`src/ssed_pkg.sv`:
```
package ssed_pkg;

  localparam int DATA_W         = 16;
  localparam int ADDR_W         = 16;
  localparam int BIT_CNT_W      = $clog2(DATA_W + 1);
  localparam int FIFO_DEPTH_DEF = 8;

  localparam logic [ADDR_W-1:0] ADDR_TB  = 16'hf0b0;
  localparam logic [ADDR_W-1:0] ADDR_RB  = 16'hf0b2;
  localparam logic [ADDR_W-1:0] ADDR_BR  = 16'hf0b4;
  localparam logic [ADDR_W-1:0] ADDR_TIC = 16'hff72;
  localparam logic [ADDR_W-1:0] ADDR_RIC = 16'hff74;
  localparam logic [ADDR_W-1:0] ADDR_EIC = 16'hff76;
  localparam logic [ADDR_W-1:0] ADDR_CON = 16'hffb2;

  // Fault index: enables sit at CON_EN_LSB+i, flags at CON_FLAG_LSB+i.
  localparam int NUM_FAULT    = 4;
  localparam int F_UND        = 0;
  localparam int F_OVR        = 1;
  localparam int F_PH         = 2;
  localparam int F_RATE       = 3;
  localparam int CON_EN_LSB   = 0;
  localparam int CON_ARE      = 4;
  localparam int CON_MS       = 5;
  localparam int CON_TXW      = 6;
  localparam int CON_BUSY     = 7;
  localparam int CON_FLAG_LSB = 8;
  localparam int CON_EN       = 15;

  localparam logic [DATA_W-1:0] CON_WR_MASK = 16'h803f;
  localparam logic [DATA_W-1:0] CON_RST     = 16'h0000;
  localparam logic [DATA_W-1:0] BR_RST      = 16'h0000;
  localparam logic [DATA_W-1:0] IC_RST      = 16'h0000;
  localparam logic [DATA_W-1:0] ZERO_WORD   = 16'h0000;

  // Pin sample slots in the synchroniser vector.
  localparam int SYN_W    = 3;
  localparam int SYN_SCLK = 2;
  localparam int SYN_MOSI = 1;
  localparam int SYN_MISO = 0;

  localparam int PHASE_PRE_CYC  = 1;
  localparam int PHASE_POST_CYC = 2;
  localparam int PH_CNT_W       = 2;
  localparam int RATE_W         = DATA_W + 2;
  localparam int RATE_SHIFT     = 1;

  typedef enum logic {XF_IDLE, XF_RUN} ssed_xfer_t;

endpackage

```
`src/ssed_stream_if.sv`:
```
`timescale 1ns/1ps
interface ssed_stream_if #(parameter int W = 16);
  logic         valid;
  logic         ready;
  logic [W-1:0] data;
  modport src (output valid, output data, input ready);
  modport snk (input valid, input data, output ready);
endinterface

```
`src/ssed_fifo.sv`:
```
`timescale 1ns/1ps
module ssed_fifo #(
  parameter int W     = 16,
  parameter int DEPTH = 8
) (
  input  wire logic   core_clk,
  input  wire logic   rst_b,
  ssed_stream_if.snk  push,
  ssed_stream_if.src  pop
);
  import ssed_pkg::*;

  localparam int PW = (DEPTH > 1) ? $clog2(DEPTH) : 1;
  localparam int CW = $clog2(DEPTH + 1);

  logic [W-1:0]  mem [DEPTH];
  logic [PW-1:0] wr_ptr_ff;
  logic [PW-1:0] rd_ptr_ff;
  logic [CW-1:0] cnt_ff;

  wire do_push = push.valid && push.ready;
  wire do_pop  = pop.valid && pop.ready;
  wire [PW-1:0] wr_ptr_inc = (wr_ptr_ff == PW'(DEPTH - 1)) ? '0
                           : wr_ptr_ff + PW'(1);
  wire [PW-1:0] rd_ptr_inc = (rd_ptr_ff == PW'(DEPTH - 1)) ? '0
                           : rd_ptr_ff + PW'(1);

  // Full and empty come from the count, so a simultaneous push and pop
  // on a full FIFO is refused on the push side rather than overwriting.
  assign push.ready = (cnt_ff != CW'(DEPTH));
  assign pop.valid  = (cnt_ff != '0);
  assign pop.data   = mem[rd_ptr_ff];

  always_ff @(posedge core_clk)
  begin
    if (do_push)
    begin
      mem[wr_ptr_ff] <= push.data;
    end
  end

  always_ff @(posedge core_clk)
  begin
    if (!rst_b)
    begin
      wr_ptr_ff <= '0;
      rd_ptr_ff <= '0;
      cnt_ff    <= '0;
    end
    else
    begin
      if (do_push)
        wr_ptr_ff <= wr_ptr_inc;
      if (do_pop)
        rd_ptr_ff <= rd_ptr_inc;
      cnt_ff <= cnt_ff + CW'(do_push) - CW'(do_pop);
    end
  end

endmodule

```
`src/ssed_top.sv`:
```
// How it works
// - Receive and phase faults in both roles; underrun and rate only as slave.
// - Each fault sets its flag and, if enabled, raises the error request.
// - Flags stay set until software writes them clear.
// - Error request persists while any enabled flag stays set.
// - New frame complete while receive buffer unread flags overrun.
// - On overrun the receive buffer still takes the new frame.
// - Data change from one cycle before to two after latch flags phase.
// - Slave clock faster than double or slower than half flags rate.
// - Rate fault with auto reset enabled reinitialises the channel.
// - Slave start without fresh transmit buffer flags underrun.
// - Slave start without fresh buffer shifts out old shift contents.
// - Three request outputs: transmit, receive and error.
// - Enabled: rate register reads live count, writes refused.
`timescale 1ns/1ps
module ssed_top #(
  parameter int FIFO_DEPTH = ssed_pkg::FIFO_DEPTH_DEF
) (
  input  wire logic                        core_clk,
  input  wire logic                        rst_b,
  input  wire logic [ssed_pkg::ADDR_W-1:0] reg_addr,
  input  wire logic                        reg_wr,
  input  wire logic                        reg_rd,
  input  wire logic [ssed_pkg::DATA_W-1:0] reg_wdata,
  output logic      [ssed_pkg::DATA_W-1:0] reg_rdata,
  output logic                             tx_buf_ready,
  input  wire logic                        sclk_pin,
  output logic                             sclk_drive,
  input  wire logic                        master_in_slave_out_line_pin,
  output logic                             master_in_slave_out_line_drive,
  input  wire logic                        master_out_slave_in_line_pin,
  output logic                             master_out_slave_in_line_drive,
  output logic                             tx_request,
  output logic                             rx_request,
  output logic                             error_request_line
);
  import ssed_pkg::*;

  ////////////////////////////////////////////////////////////////////////////
  // Pin synchronisers. Only the second stage and later are read.

  logic [SYN_W-1:0] sync1_ff;
  logic [SYN_W-1:0] sync2_ff;
  logic [SYN_W-1:0] pin_d_ff;
  wire  [SYN_W-1:0] pins = {sclk_pin, master_out_slave_in_line_pin,
                            master_in_slave_out_line_pin};

  always_ff @(posedge core_clk)
  begin
    if (!rst_b)
    begin
      sync1_ff <= '0;
      sync2_ff <= '0;
      pin_d_ff <= '0;
    end
    else
    begin
      sync1_ff <= pins;
      sync2_ff <= sync1_ff;
      pin_d_ff <= sync2_ff;
    end
  end

  ////////////////////////////////////////////////////////////////////////////
  // Register decode and state.

  logic [DATA_W-1:0]    con_ff;
  logic [NUM_FAULT-1:0] flags_ff;
  logic [NUM_FAULT-1:0] nxt_flags;
  logic [NUM_FAULT-1:0] flag_set;
  logic [DATA_W-1:0]    reload_ff;
  logic [DATA_W-1:0]    timer_ff;
  logic [DATA_W-1:0]    ic_ff [3];
  logic [DATA_W-1:0]    rx_buf_ff;
  logic [DATA_W-1:0]    shift_ff;
  logic [DATA_W-1:0]    rdata_ff;
  logic                 rx_unread_ff;
  logic                 tx_written_ff;
  logic                 shift_loaded_ff;
  logic                 sclk_drv_ff;
  logic                 din_cap_ff;
  logic                 ph_ref_ff;
  logic [PH_CNT_W-1:0]  ph_win_ff;
  logic [RATE_W-1:0]    gap_ff;
  logic [BIT_CNT_W-1:0] bit_cnt_ff;
  logic                 tx_req_ff;
  logic                 rx_req_ff;
  ssed_xfer_t           xfer_ff;
  ssed_xfer_t           nxt_xfer;

  wire wr_tb  = reg_wr && (reg_addr == ADDR_TB);
  wire wr_br  = reg_wr && (reg_addr == ADDR_BR);
  wire wr_con = reg_wr && (reg_addr == ADDR_CON);
  wire rd_rb  = reg_rd && (reg_addr == ADDR_RB);
  wire [2:0] wr_ic = {reg_wr && (reg_addr == ADDR_EIC),
                      reg_wr && (reg_addr == ADDR_RIC),
                      reg_wr && (reg_addr == ADDR_TIC)};

  wire ch_en  = con_ff[CON_EN];
  wire master = con_ff[CON_MS];
  wire are_en = con_ff[CON_ARE];
  wire [NUM_FAULT-1:0] fault_en = con_ff[CON_EN_LSB +: NUM_FAULT];
  wire running = (xfer_ff == XF_RUN);

  ssed_stream_if #(.W(DATA_W)) tx_push ();
  ssed_stream_if #(.W(DATA_W)) tx_pop ();

  ssed_fifo #(.W(DATA_W), .DEPTH(FIFO_DEPTH)) u_tx_fifo (
    .core_clk (core_clk),
    .rst_b    (rst_b),
    .push     (tx_push),
    .pop      (tx_pop)
  );

  assign tx_push.valid = wr_tb;
  assign tx_push.data  = reg_wdata;
  assign tx_buf_ready  = tx_push.ready;
  assign tx_pop.ready  = ch_en && !running && !shift_loaded_ff;
  wire   load          = tx_pop.valid && tx_pop.ready;

  ////////////////////////////////////////////////////////////////////////////
  // Clock edges, framing and fault detection.

  wire expire  = ch_en && (timer_ff == ZERO_WORD);
  wire m_tick  = master && running && expire;
  wire s_rise  = !master && ch_en && sync2_ff[SYN_SCLK] && !pin_d_ff[SYN_SCLK];
  wire s_fall  = !master && ch_en && !sync2_ff[SYN_SCLK] && pin_d_ff[SYN_SCLK];
  wire s_start = s_rise && !running;
  wire latch   = master ? (m_tick && !sclk_drv_ff) : (s_rise && (running || s_start));
  wire shift   = master ? (m_tick && sclk_drv_ff) : (s_fall && running);
  wire m_end   = m_tick && sclk_drv_ff && (bit_cnt_ff == BIT_CNT_W'(DATA_W));
  wire done    = latch && (bit_cnt_ff == BIT_CNT_W'(DATA_W - 1));
  wire din     = master ? sync2_ff[SYN_MISO] : sync2_ff[SYN_MOSI];
  wire din_d   = master ? pin_d_ff[SYN_MISO] : pin_d_ff[SYN_MOSI];
  wire [DATA_W-1:0] rx_word = {shift_ff[DATA_W-2:0], din};

  wire [RATE_W-1:0] half_per = RATE_W'(reload_ff) + RATE_W'(1);
  wire s_edge     = (s_rise || s_fall) && running;
  wire rate_fast  = s_edge && (gap_ff < (half_per >> RATE_SHIFT));
  wire rate_slow  = !master && running && (gap_ff > (half_per << RATE_SHIFT));
  wire rate_fault = rate_fast || rate_slow;
  wire auto_rst   = rate_fault && are_en;
  wire underrun   = s_start && !shift_loaded_ff && !tx_written_ff;
  wire phase      = (latch && (din != din_d))
                 || ((ph_win_ff != '0) && (din != ph_ref_ff));

  assign flag_set[F_UND]  = underrun;
  assign flag_set[F_OVR]  = done && rx_unread_ff && !rd_rb;
  assign flag_set[F_PH]   = phase;
  assign flag_set[F_RATE] = rate_fault;

  // A hardware set beats a software clear written in the same cycle.
  genvar g;
  generate
    for (g = 0; g < NUM_FAULT; g++)
    begin : g_flag
      assign nxt_flags[g] = flag_set[g]
                          | (wr_con ? reg_wdata[CON_FLAG_LSB + g]
                                    : flags_ff[g]);
    end
  endgenerate

  always_comb
  begin
    nxt_xfer = xfer_ff;
    unique case (xfer_ff)
      XF_IDLE:
        if ((master && shift_loaded_ff) || s_start)
          nxt_xfer = XF_RUN;
      XF_RUN:
        if (auto_rst || !ch_en || m_end || (!master && done))
          nxt_xfer = XF_IDLE;
    endcase
  end

  ////////////////////////////////////////////////////////////////////////////
  // Control, status and buffers.

  always_ff @(posedge core_clk)
  begin
    if (!rst_b)
    begin
      con_ff    <= CON_RST;
      flags_ff  <= '0;
      reload_ff <= BR_RST;
      ic_ff     <= '{IC_RST, IC_RST, IC_RST};
    end
    else
    begin
      if (wr_con)
        con_ff <= reg_wdata & CON_WR_MASK;
      flags_ff <= nxt_flags;
      if (wr_br && !ch_en)
        reload_ff <= reg_wdata;
      for (int i = 0; i < 3; i++)
        if (wr_ic[i])
          ic_ff[i] <= reg_wdata;
    end
  end

  always_ff @(posedge core_clk)
  begin
    if (!rst_b)
    begin
      rx_buf_ff     <= ZERO_WORD;
      rx_unread_ff  <= 1'b0;
      tx_written_ff <= 1'b0;
    end
    else
    begin
      if (done)
        rx_buf_ff <= rx_word;
      rx_unread_ff  <= done || (rx_unread_ff && !rd_rb);
      tx_written_ff <= (wr_tb && tx_push.ready) || (tx_written_ff && !load);
    end
  end

  ////////////////////////////////////////////////////////////////////////////
  // Baud timer, shift engine and fault timing.

  always_ff @(posedge core_clk)
  begin
    if (!rst_b)
    begin
      timer_ff        <= BR_RST;
      xfer_ff         <= XF_IDLE;
      bit_cnt_ff      <= '0;
      sclk_drv_ff     <= 1'b0;
      shift_ff        <= ZERO_WORD;
      shift_loaded_ff <= 1'b0;
      din_cap_ff      <= 1'b0;
    end
    else
    begin
      timer_ff <= (!ch_en || expire || auto_rst) ? reload_ff
                                                 : timer_ff - 16'h0001;
      xfer_ff  <= nxt_xfer;
      if (nxt_xfer == XF_IDLE)
        bit_cnt_ff <= '0;
      else if (latch)
        bit_cnt_ff <= bit_cnt_ff + BIT_CNT_W'(1);
      sclk_drv_ff <= (m_tick && !auto_rst) ? !sclk_drv_ff
                   : (running ? sclk_drv_ff : 1'b0);
      if (latch)
        din_cap_ff <= din;
      // Without a fresh load the slave simply keeps shifting the old word.
      // A master holds its last bit until the closing fall, so the far
      // slave never sees its data line move on the edge that samples it.
      if (load)
        shift_ff <= tx_pop.data;
      else if (done && !master)
        shift_ff <= rx_word;
      else if (m_end)
        shift_ff <= rx_buf_ff;
      else if (shift)
        shift_ff <= {shift_ff[DATA_W-2:0], din_cap_ff};
      shift_loaded_ff <= load || (shift_loaded_ff && !done && !auto_rst);
    end
  end

  always_ff @(posedge core_clk)
  begin
    if (!rst_b)
    begin
      ph_ref_ff <= 1'b0;
      ph_win_ff <= '0;
      gap_ff    <= '0;
    end
    else
    begin
      if (latch)
      begin
        ph_ref_ff <= din_d;
        ph_win_ff <= PH_CNT_W'(PHASE_POST_CYC);
      end
      else if (ph_win_ff != '0)
        ph_win_ff <= ph_win_ff - PH_CNT_W'(1);
      // Gap counts cycles since the last slave clock edge of this frame.
      if (!running || s_start || s_edge || rate_slow)
        gap_ff <= RATE_W'(1);
      else if (gap_ff != '1)
        gap_ff <= gap_ff + RATE_W'(1);
    end
  end

  ////////////////////////////////////////////////////////////////////////////
  // Read port and requests.

  wire [DATA_W-1:0] con_view = con_ff
                             | (DATA_W'(flags_ff) << CON_FLAG_LSB)
                             | (DATA_W'(running) << CON_BUSY)
                             | (DATA_W'(tx_written_ff) << CON_TXW);
  wire [DATA_W-1:0] br_view  = ch_en ? timer_ff : reload_ff;
  wire [DATA_W-1:0] rd_mux   =
      (reg_addr == ADDR_RB)  ? rx_buf_ff :
      (reg_addr == ADDR_BR)  ? br_view   :
      (reg_addr == ADDR_CON) ? con_view  :
      (reg_addr == ADDR_TIC) ? ic_ff[0]  :
      (reg_addr == ADDR_RIC) ? ic_ff[1]  :
      (reg_addr == ADDR_EIC) ? ic_ff[2]  : ZERO_WORD;

  always_ff @(posedge core_clk)
  begin
    if (!rst_b)
    begin
      rdata_ff  <= ZERO_WORD;
      tx_req_ff <= 1'b0;
      rx_req_ff <= 1'b0;
    end
    else
    begin
      if (reg_rd)
        rdata_ff <= rd_mux;
      tx_req_ff <= load;
      rx_req_ff <= done;
    end
  end

  assign reg_rdata          = rdata_ff;
  assign tx_request         = tx_req_ff;
  assign rx_request         = rx_req_ff;
  assign error_request_line = |(flags_ff & fault_en);
  assign sclk_drive         = sclk_drv_ff;
  assign master_in_slave_out_line_drive = shift_ff[DATA_W-1];
  assign master_out_slave_in_line_drive = shift_ff[DATA_W-1];
endmodule

```
`config.mk`:
```
export PLATFORM = sky130hd
export DESIGN_NAME = ssed_top
export DESIGN_NICKNAME = d
export VERILOG_FILES = /design/src/ssed_pkg.sv /design/src/ssed_stream_if.sv /design/src/ssed_fifo.sv /design/src/ssed_top.sv
export SDC_FILE = /design/constraint.sdc
export NUM_CORES = 1
export LEC_CHECK = 0
export ABC_AREA = 0
export BUFFER_PORTS_ARGS = -buffer_cell sky130_fd_sc_hd__buf_2
export CAP_MARGIN = 20
export CORE_MARGIN = 5
export CORE_UTILIZATION = 45
export DETAILED_ROUTE_END_ITERATION = 10
export GPL_TIMING_DRIVEN = 0
export PLACE_DENSITY = 0.58
export SYNTH_ARGS = -nofsm -noshare
export SYNTH_HDL_FRONTEND = slang
export SYNTH_HIERARCHICAL = 1
export SYNTH_SLANG_ARGS = --single-unit
```
`constraint.sdc`:
```
create_clock -name core_clk -period 10.42 [get_ports core_clk]
set_clock_uncertainty 0.2 [all_clocks]
set_input_delay 1.563 -clock core_clk [delete_from_list [all_inputs] [get_ports core_clk]]
set_output_delay 1.563 -clock core_clk [all_outputs]
set_load 0.01 [all_outputs]
```
Yosys cells after proc, flatten, opt, wreduce, memory -nomap -nowiden. Memories as Yosys holds them, arrays and structs flattened. A register that Yosys moved wholly into a read port is not among the register bits. Index checks and enable logic that the tools add are counted.

Flip-flop bits (word level): 192. Bits in writable memories: 128. Input port bits: 39. Output and inout bits: 23. Logic and storage cells: 186. Memories: 1.

Memory list: u_tx_fifo.mem (words 8, width 16, read ports 1, clocked after memory_dff 1, wr ports 1, RTL line ssed_fifo.sv:16) `logic [W-1:0] mem [DEPTH];`.

Add/subtract/negate cells: 9. $lt $le $gt $ge: 2. Equal/unequal tests: 16. Mux-type cells: 35. Bitwise operators: 10. Reduce and logical (&&, ||, !) cells: 83.

Operator list (number): $mux W16 (12); $eq A16 B16 Y1 const B (7); $logic_and A1 B1 Y1 (45); $add A18 B1 Y18 const B (1); $gt A18 B18 Y1 (1); $lt A18 B16 Y1 (1); $ne A18 B18 Y1 const B (1); $add A16 B1 Y17 const B (1); $logic_not A16 Y1 (1); $logic_or A1 B1 Y1 (16); $mux W1 (16); $or A16 B12 Y16 (1); $or A16 B7 Y16 (1); $or A16 B8 Y16 (1); $sub A16 B1 Y16 const B (1); $logic_not A1 Y1 (12); $mux W3 (4); $reduce_bool A4 Y1 (2); $add A3 B1 Y3 const B (2); $eq A3 B3 Y1 const B (2); $reduce_bool A2 Y1 (3); $add A5 B1 Y5 const B (1); $eq A5 B4 Y1 const B (1); $eq A5 B5 Y1 const B (1); 14 further kinds (21).

Longest topological paths before layout. Gate-level depths: netlist of run 1.

Depth after elaboration: 15. Gate-level depth with buffers: 18. Depth with buffers taken out: 15.

Modules after synthesis. The synthesis of run 1 kept the hierarchy.

Modules (own cells, without submodules): ssed_top (times used 1, cells each 1096, area each 9033.7 µm², sequential area each 3643.5 µm²); ssed_fifo (times used 1, cells each 262, area each 5612.9 µm², sequential area each 4103.9 µm²).

Worst setup path after synthesis of run 1. OpenSTA, ideal clock, no wires.

Path type: input to register. Start point: in reg_addr[8] in the netlist's numbering. End point: mem u_tx_fifo.mem[0][0] (enable). Setup time: 0.430 ns. Data arrival time: 4.179 ns. Required time: 9.790 ns. Setup slack: 5.611 ns. Cell stages on the path: 5. Path buffers: 0. Path through: nor4_1 -> nand3_1 -> nor4_1 -> nand2_2 -> nor4_1.

Cells in the longest elaborated chain, start to end: 5.

RTL lines: start, declared (RTL line ssed_top.sv:21) `input wire logic [ssed_pkg::ADDR_W-1:0] reg_addr,`; $eq A16 B16 Y1 (RTL line ssed_top.sv:91) `wire wr_tb = reg_wr && (reg_addr == ADDR_TB);`; $logic_and A1 B1 Y1 (RTL line ssed_top.sv:91); net tx_push.valid (RTL line ssed_stream_if.sv:3) `logic valid;`; $logic_and A1 B1 Y1 (RTL line ssed_fifo.sv:21) `wire do_push = push.valid && push.ready;`; $mux W1 (RTL line ssed_fifo.sv:36) `if (do_push)`; $mux W1 (implied by the code) (RTL line ssed_fifo.sv:38) `mem[wr_ptr_ff] <= push.data;`; end, declared (RTL line ssed_fifo.sv:16).

The timed path passes the listed nets, and every way through them passes these cells.

Final worst setup path of run 1.
Start point: in reg_wr. End point: mem u_tx_fifo.mem[0][11] (enable).

Cells in the longest elaborated chain, start to end: 4.

RTL lines: start, declared (RTL line ssed_top.sv:22) `input wire logic reg_wr,`; $logic_and A1 B1 Y1 (RTL line ssed_top.sv:91); net tx_push.valid (RTL line ssed_stream_if.sv:3); $logic_and A1 B1 Y1 (RTL line ssed_fifo.sv:21); $mux W1 (RTL line ssed_fifo.sv:36); $mux W1 (implied by the code) (RTL line ssed_fifo.sv:38).

The timed path passes the listed nets, and every way through them passes these cells.

==> results of run 1 <==
[worst paths after layout]
check,startpoint,end,slack [ns],cells after the start
worst min register to register,sync1_ff[1]$_SDFF_PN0_,sync2_ff[1]$_SDFF_PN0_,0.24,1
worst max-delay path,reg_wr,u_tx_fifo/mem[0][11]$_DFFE_PP_,5.92,6
worst min-delay path,sync1_ff[1]$_SDFF_PN0_,sync2_ff[1]$_SDFF_PN0_,0.24,1
worst max register to register,reload_ff[1]$_SDFFE_PN0P_,timer_ff[4]$_SDFF_PN0_,5.96,14
[metrics by stage]
stage,cell area (µm²),utilization,hold slack (ns)
floorplan,14650,-,0.2119
finish,16860,0.5208,0.2393
global placement,15500,0.4788,0.2240
detailed placement,15660,0.4836,0.2218
global route,16860,0.5208,0.2573
CTS,16850,0.5205,0.2456
[synth_stat cells (all sizes together), types with 3 or more instances]
cell | n | share of area
nand2 | 214 | 0.055
dfxtp | 195 | 0.27
edfxtp | 128 | 0.26
a21oi | 126 | 0.044
nor2 | 84 | 0.022
clkbuf | 60 | 0.015
mux2i | 56 | 0.038
ha | 44 | 0.038
o21ai | 39 | 0.013
nand3 | 35 | 0.012
a22oi | 33 | 0.017
mux4 | 32 | 0.056
xor2 | 28 | 0.017
nor3 | 23 | 0.0082
inv | 22 | 0.0056
xnor2 | 21 | 0.013
a31oi | 19 | 0.0081
buf | 19 | 0.0090
o211ai | 19 | 0.0097
and2 | 18 | 0.0077
mux2 | 16 | 0.012
a211oi | 15 | 0.0077
nand4 | 13 | 0.0056
nor4 | 10 | 0.0057
and3 | 9 | 0.0039
nor3b | 6 | 0.0038
o221a | 6 | 0.0046
a21o | 5 | 0.0026
a221oi | 5 | 0.0034
nand2b | 5 | 0.0021
nand3b | 5 | 0.0026
nor2b | 5 | 0.0021
or3 | 5 | 0.0021
o31ai | 4 | 0.0021
nand4b | 3 | 0.0018
[report_power, final]
part | leakage [µW] | internal [µW] | total [µW] | switching [µW]
combinational | 0.00256 | 14.6 | 58.3 | 43.6
clock | 0.000582 | 740 | 1260 | 523
sequential | 0.00272 | 1320 | 1320 | 4.26
[worst max-delay path, stage by stage]
cell and delay [ns]:
sky130_fd_sc_hd__clkbuf_1 0.45, sky130_fd_sc_hd__nand2_1 0.15, sky130_fd_sc_hd__nor4_1 0.82, sky130_fd_sc_hd__nand2_2 0.35, sky130_fd_sc_hd__nor4_2 0.85, sky130_fd_sc_hd__buf_4 0.32
[logic make-up after synthesis]
logic type	Yosys count
AO/OA/AOI/OAI	290
buffers and inverters	101
multiplexers	104
flip-flops	323
AND/OR/NAND/NOR	445
XOR/XNOR	49
adder cells (fa/ha/maj)	46
[layer usage]
layer / up-vias / part of all wire
met5: - / 0
met4: 0 / 0.019
met3: 59 / 0.071
met2: 350 / 0.43
met1: 5474 / 0.48
li1: 5221 / -
[flip-flops by register name (all words and copies together) (netlist names), 3 cells and up, named ones only]
signal	cells
rx_buf_ff	16
gap_ff	18
u_tx_fifo/rd_ptr_ff	3
reload_ff	16
u_tx_fifo/cnt_ff	4
sync1_ff	3
ic_ff	48
shift_ff	16
con_ff	7
u_tx_fifo/wr_ptr_ff	3
pin_d_ff	3
u_tx_fifo/mem	128
timer_ff	16
flags_ff	4
sync2_ff	3
reg_rdata	16
bit_cnt_ff	5
[cell type report]
class,instances,area (µm²),area share
clock inverter,14,140.1,0.008313
inverter,22,82.58,0.004899
multi-input combinational,934,6492,0.3851
timing repair buffer,70,429.2,0.02546
sequential,323,7747,0.4596
tap,442,553.0,0.03281
clock buffer,51,1055,0.06257
buffer,79,357.8,0.02123
==> implementation parameters, run 1 <==
Parameter                              Value

Outcome
  Outcome ... completed

Global route
  Met2 demand-to-capacity share in global routing ... 0.3311
  Pin count of the biggest net entering global routing ... 16
  Number of antenna violations at the first check in global routing ... 0
  Global Route met3 Usage ... 0.04211
  Global-route wire length before repair ... 63.19 mm
  Busiest grt layer ... met1
  Total GRT Usage ... 0.2244
  Aggregate global routing overflow ... 0
  GR met1 Demand/Resource ... 0.3441
  Number of global-route vias before repair ... 10700

Worst setup path
  Highest net fanout along the worst path ... 9
  Nature of the critical path startpoint ... primary input
  Crit path arrival time ... 4.52 ns
  Required time of the critical path ... 10.45 ns
  CP Class ... in -> reg
  Nature of the critical path endpoint ... flop

STA
  Final-layout setup total negative slack ... 0 ns
  Final-report setup violation count ... 0
  Worst Tran Pin Value ... 1.040 ns
  Final slew viol count ... 0
  Final hold violations ... 0
  Timing-limited maximum frequency ... 0.2224 GHz
  Max-Slew Margin vs Limit ... 0.3005
  Minimum setup slack in the final design ... 5.924 ns
  Setup repair after global routing missed its margin ... no
  Tcrit/Tclk final ... 0.4315
  Post-layout minimum cycle time ... 4.496 ns

Synth
  Main synth FF type ... sky130_fd_sc_hd__dfxtp_1
  Synthesis-stage register bit count ... 323
  Synthesized-area fraction occupied by xor and xnor cells ... 0.02930
  Warnings from Yosys ... 6
  Average cell area after synthesis ... 10.79 µm²
  Main combinational cell family by area after synthesis ... simple AND/OR/NAND/NOR gates
  Area fraction in and, or, nand and nor cells after synthesis ... 0.1409
  Synth Area in Adders ... 0.03972
  Synthesized instance count ... 1358
  Netlist area before placement ... 14650 µm²
  EDFF count, synth ... 128
  Sequential fraction of the synthesis area ... 0.5290
  Async S/R FF share, synth ... 0
  Compound-gate portion of the synthesized area ... 0.1241
  Number of unique standard cell types used by synthesis ... 81
  Synthesized net count ... 1442
  Mux contribution to synthesized area ... 0.1070

Clock network
  CTS H-Tree Depth ... 2
  Num CTS Buffers ... 36
  Worst-case clock buffer depth ... 3
  CTS hold repair buffers ... 0
  PostCTS Resize Cnt ... 0
  Setup bufs post-CTS ... 0
  CTS tree ... yes
  Clk Tree Root Cell ... sky130_fd_sc_hd__clkbuf_16
  Clock net sink count ... 323
  CTS clk-pin slew, worst paths ... 0.06 ns
  Latest clock arrival within the worst-skew pair ... 0.53 ns

Worst hold path
  HP Class ... reg -> reg

Floorplanning
  Area of the core ... 32370 µm²
  Row count ... 66
  Initial Util ... 0.4525
  Floorplan die height ... 190.4 µm
  Num ports ... 62
  Die area ... 36260 µm²
  Die outline width ... 190.4 µm

Final layout
  Commonest non-fill, non-tap cell in the layout ... sky130_fd_sc_hd__nand2_1
  Layout Area Growth over Synthesis ... 15.09%
  Number of nets in the layout ... 1550
  Number of standard cells in the layout, taps in and fillers out ... 1935
  Number of fillers in the final layout ... 2937
  Proportion of layout cells with a drive suffix above 1 ... 0.1293
  Most frequent cells in the layout ... sky130_fd_sc_hd__nand2_1, sky130_fd_sc_hd__dfxtp_1, sky130_fd_sc_hd__edfxtp_1
  Antenna diode instance count ... 0

Power
  Total power of the final layout ... 2642 µW
  Power per cell area ... 156.7 nW/µm²
  Static Leak ... 0.005867 µW
  Max IR drop VDD ... 0.1080 mV

Drt
  DRC violation count after routing ... 0
  Residual antenna-violating net count after detailed routing ... 0
  Pre-Repair DR Iteration Count ... 5
  First-iteration detailed-routing DRC count ... 941
  Count of vias placed by the detailed router ... 11100
  Total wire length ... 40.94 mm
  Routed length per placed instance ... 21.16 µm
  Vias per std cell ... 5.739

Place
  Hpwl dp ... 29.87 mm
  Count of buffers inserted at the top-level ports ... 60
  Dpl cells ... 1869
  Final weighted congestion in routability-driven placement ... 0.9022
  Pre-CTS setup slack ... 5.430 ns

Job
  Maximum capacitance violations ... 0
Note: power is estimated with default switching activity, not from simulation.
==> run 2, diff against run 1 <==
==> constraint.sdc (replaced) <==
create_clock -name core_clk -period 4.5 [get_ports core_clk]
set_clock_uncertainty 0.2 [all_clocks]
set_input_delay 0.675 -clock core_clk [delete_from_list [all_inputs] [get_ports core_clk]]
set_output_delay 0.675 -clock core_clk [all_outputs]
set_load 0.01 [all_outputs]
==> run 2 against run 1 <==
Global-route usage unchanged. Via count decreased by 0.35%. Sequential power increased by 130%. Sequential share of layout area decreased by 0.063 points. Worst setup slack got worse by 5.6 ns. Total power increased by 130%. Largest power group unchanged. Highest routed layer unchanged.
==> implementation parameters, run 2 (synthesized netlist as in run 1, its figures left out) <==
Parameter                              Value

Final layout
  Final core utilization ... 0.5217 (+0.0009660)
  Number of flip-flops under the largest register name ... 128 (unchanged)
  Final instance area ... 16890 µm² (+0.19%)
  Commonest non-fill, non-tap cell in the layout ... sky130_fd_sc_hd__nand2_1
  Proportion of layout cells with a drive suffix above 1 ... 0.1333 (+0.004019)
  Number of standard cells in the layout, taps in and fillers out ... 1935 (unchanged)
  Top reg by flops ... u_tx_fifo/mem
  Layout Area Growth over Synthesis ... 15.31%
  Registers with the most flip-flops ... u_tx_fifo/mem (128), ic_ff (48), gap_ff (18)
  Antenna diode instance count ... 0 (unchanged)
  Number of nets in the layout ... 1550 (unchanged)
  Most frequent cells in the layout ... sky130_fd_sc_hd__nand2_1, sky130_fd_sc_hd__dfxtp_1, sky130_fd_sc_hd__edfxtp_1

STA
  Final slew viol count ... 0 (unchanged)
  Final hold violations ... 0 (unchanged)
  Worst Tran Pin Value ... 1.017 ns (-0.02313 ns)
  Minimum setup slack in the final design ... 0.3098 ns (-5.614 ns)
  Max-Slew Margin vs Limit ... 0.3160 (+0.01556)
  Setup repair after global routing missed its margin ... no
  Final-layout setup total negative slack ... 0 ns (unchanged)
  Post-layout minimum cycle time ... 4.190 ns
  Tcrit/Tclk final ... 0.9311
  Timing-limited maximum frequency ... 0.2387 GHz
  Final-report setup violation count ... 0 (unchanged)

Global route
  Global-route wire length before repair ... 63.19 mm (unchanged)
  Number of antenna violations at the first check in global routing ... 0 (unchanged)
  Total GRT Usage ... 0.2244 (unchanged)
  Number of global-route vias before repair ... 10700 (unchanged)
  Pin count of the biggest net entering global routing ... 16 (unchanged)
  Aggregate global routing overflow ... 0 (unchanged)

Clock network
  CTS hold repair buffers ... 0 (unchanged)
  Setup bufs post-CTS ... 0 (unchanged)
  CTS clk-pin slew, worst paths ... 0.06 ns (about the same)
  PostCTS Resize Cnt ... 0 (unchanged)
  Clock net sink count ... 323 (unchanged)
  CTS tree ... yes
  Worst-case clock buffer depth ... 3 (unchanged)
  Clk Tree Root Cell ... sky130_fd_sc_hd__clkbuf_16
  CTS H-Tree Depth ... 2 (unchanged)
  Num CTS Buffers ... 36 (unchanged)
  Latest clock arrival within the worst-skew pair ... 0.53 ns (about the same)

Power
  Psw ... 1327 µW (+130%)
  Power per cell area ... 362.5 nW/µm² (+130%)
  Sequential share of power ... 0.499 (about the same)
  Combinational share of power ... 0.022 (about the same)
  Cell Int Power ... 4795 µW (+130%)
  Static Leak ... 0.005870 µW (about the same)
  Clock power frac ... 0.479 (about the same)
  Max IR drop VDD ... 0.2497 mV (+130%)
  Net Sw Frac ... 0.2168 (+0.0005457)

Floorplanning
  Floorplan die height ... 190.4 µm (unchanged)
  Die outline width ... 190.4 µm (unchanged)
  Num ports ... 62 (unchanged)
  Row count ... 66 (unchanged)
  Area of the core ... 32370 µm² (unchanged)
  Die area ... 36260 µm² (unchanged)
  Initial Util ... 0.4525 (unchanged)

Drt
  Residual antenna-violating net count after detailed routing ... 0 (unchanged)
  Vias per std cell ... 5.718 (-0.35%)
  DRC violation count after routing ... 0 (unchanged)
  Routed length per placed instance ... 21.20 µm (+0.22%)
  Count of vias placed by the detailed router ... 11070 (-0.35%)
  First-iteration detailed-routing DRC count ... 928 (-1.4%)
  Total wire length ... 41.03 mm (+0.22%)
  Pre-Repair DR Iteration Count ... 9 (+4)

Worst setup path
  Required time of the critical path ... 4.75 ns (-5.70 ns)
  Nature of the critical path endpoint ... flop
  Nature of the critical path startpoint ... flop
  Critical path startpoint ... reload_ff[9]$_SDFFE_PN0P_
  Highest net fanout along the worst path ... 10 (+1)
  Crit path arrival time ... 4.44 ns (-0.08 ns)
  Critical R2R Launch ... reload_ff[9]$_SDFFE_PN0P_
  CP Class ... reg -> reg

Worst hold path
  HP Class ... in -> reg
  Beginning of the worst hold path ... master_out_slave_in_line_pin

Place
  Final weighted congestion in routability-driven placement ... 0.9022 (unchanged)
  Hpwl dp ... 29.87 mm (unchanged)
  Dpl cells ... 1869 (unchanged)
  Count of buffers inserted at the top-level ports ... 60 (unchanged)
  Pre-CTS setup slack ... 0.1928 ns (-5.237 ns)
  Total cell area at the placement stage ... 15660 µm² (unchanged)

Job
  Maximum capacitance violations ... 0 (unchanged)

Outcome
  Outcome ... completed
## run 2: changes by cell type in the layout (fill, tap and decap cells not counted)
cell,change
sky130_fd_sc_hd__dfxtp_1,-3
sky130_fd_sc_hd__dfxtp_2,+3
sky130_fd_sc_hd__a221oi_2,-1
sky130_fd_sc_hd__a221oi_4,+1
sky130_fd_sc_hd__a31oi_1,-1
sky130_fd_sc_hd__a31oi_2,+1
sky130_fd_sc_hd__nor2_1,-1
sky130_fd_sc_hd__nor2_2,+1
sky130_fd_sc_hd__xor2_1,-1
sky130_fd_sc_hd__xor2_2,+1
## run 2: critical path: stages, from the launching register on
cell and delay, ns:
sky130_fd_sc_hd__dfxtp_1 0.47, sky130_fd_sc_hd__nand3_1 0.17, sky130_fd_sc_hd__nor2_1 0.13, sky130_fd_sc_hd__and3_1 0.20, sky130_fd_sc_hd__and3_1 0.19, sky130_fd_sc_hd__nand2_1 0.07, sky130_fd_sc_hd__xor2_1 0.26, sky130_fd_sc_hd__ha_1 0.30
sky130_fd_sc_hd__o21ai_0 0.18, sky130_fd_sc_hd__o21bai_1 0.11, sky130_fd_sc_hd__a211o_1 0.32, sky130_fd_sc_hd__o311a_1 0.43, sky130_fd_sc_hd__a221o_2 0.49, sky130_fd_sc_hd__a21oi_4 0.22, sky130_fd_sc_hd__buf_6 0.19, sky130_fd_sc_hd__mux2i_1 0.18
## run 2: power groups by stage
stage          clock network, µW  registers, µW  logic, µW
5_1_grt                     3120           3060        145
4_1_cts                     2990           3060        134
3_3_place_gp                   0           3120        131
3_5_place_dp                   0           3120        134
2_1_floorplan                  0           3120       44.7
6_report                    2930           3060        135
## run 2: layout make-up
type	count	area, µm²
well taps	442	553.0
clock inverters	14	140.1
clock buffers	51	1055
inverters	22	82.58
flip-flops and latches	323	7751
plain buffers	79	357.8
fillers	2936	15480
multi-input cells	934	6520
repair buffers	70	429.2
## run 2: layer usage
layer / part of all wire / wire (µm) / vias to the layer above / global-route usage
li1: - / - / 5221 / -
met1: 0.48 / 19740 / 5425 / 0.3441
met2: 0.43 / 17540 / 363 / 0.3311
met3: 0.073 / 3002 / 56 / 0.04211
met4: 0.018 / 744 / 0 / 0.05055
met5: 0 / 0 / - / 0
## run 2: stage by stage
| stage | hold slack (ns) | total power (µW) |
|---|---|---|
| after detailed placement | 0.2218 | 3255 |
| final | 0.1635 | 6123 |
| after global routing | 0.1566 | 6323 |
| after global placement | 0.2240 | 3252 |
| after floorplan | 0.2119 | 3165 |
| after CTS | 0.1506 | 6178 |
## run 2: worst paths after layout
check	end	slack (ns)	cells past startpoint
hold reg to reg	sync2_ff[1]$_SDFF_PN0_	0.24	1
hold / removal	sync1_ff[1]$_SDFF_PN0_	0.16	2
setup reg to reg	timer_ff[15]$_SDFF_PN0_	0.31	15
setup / recovery	timer_ff[15]$_SDFF_PN0_	0.31	15
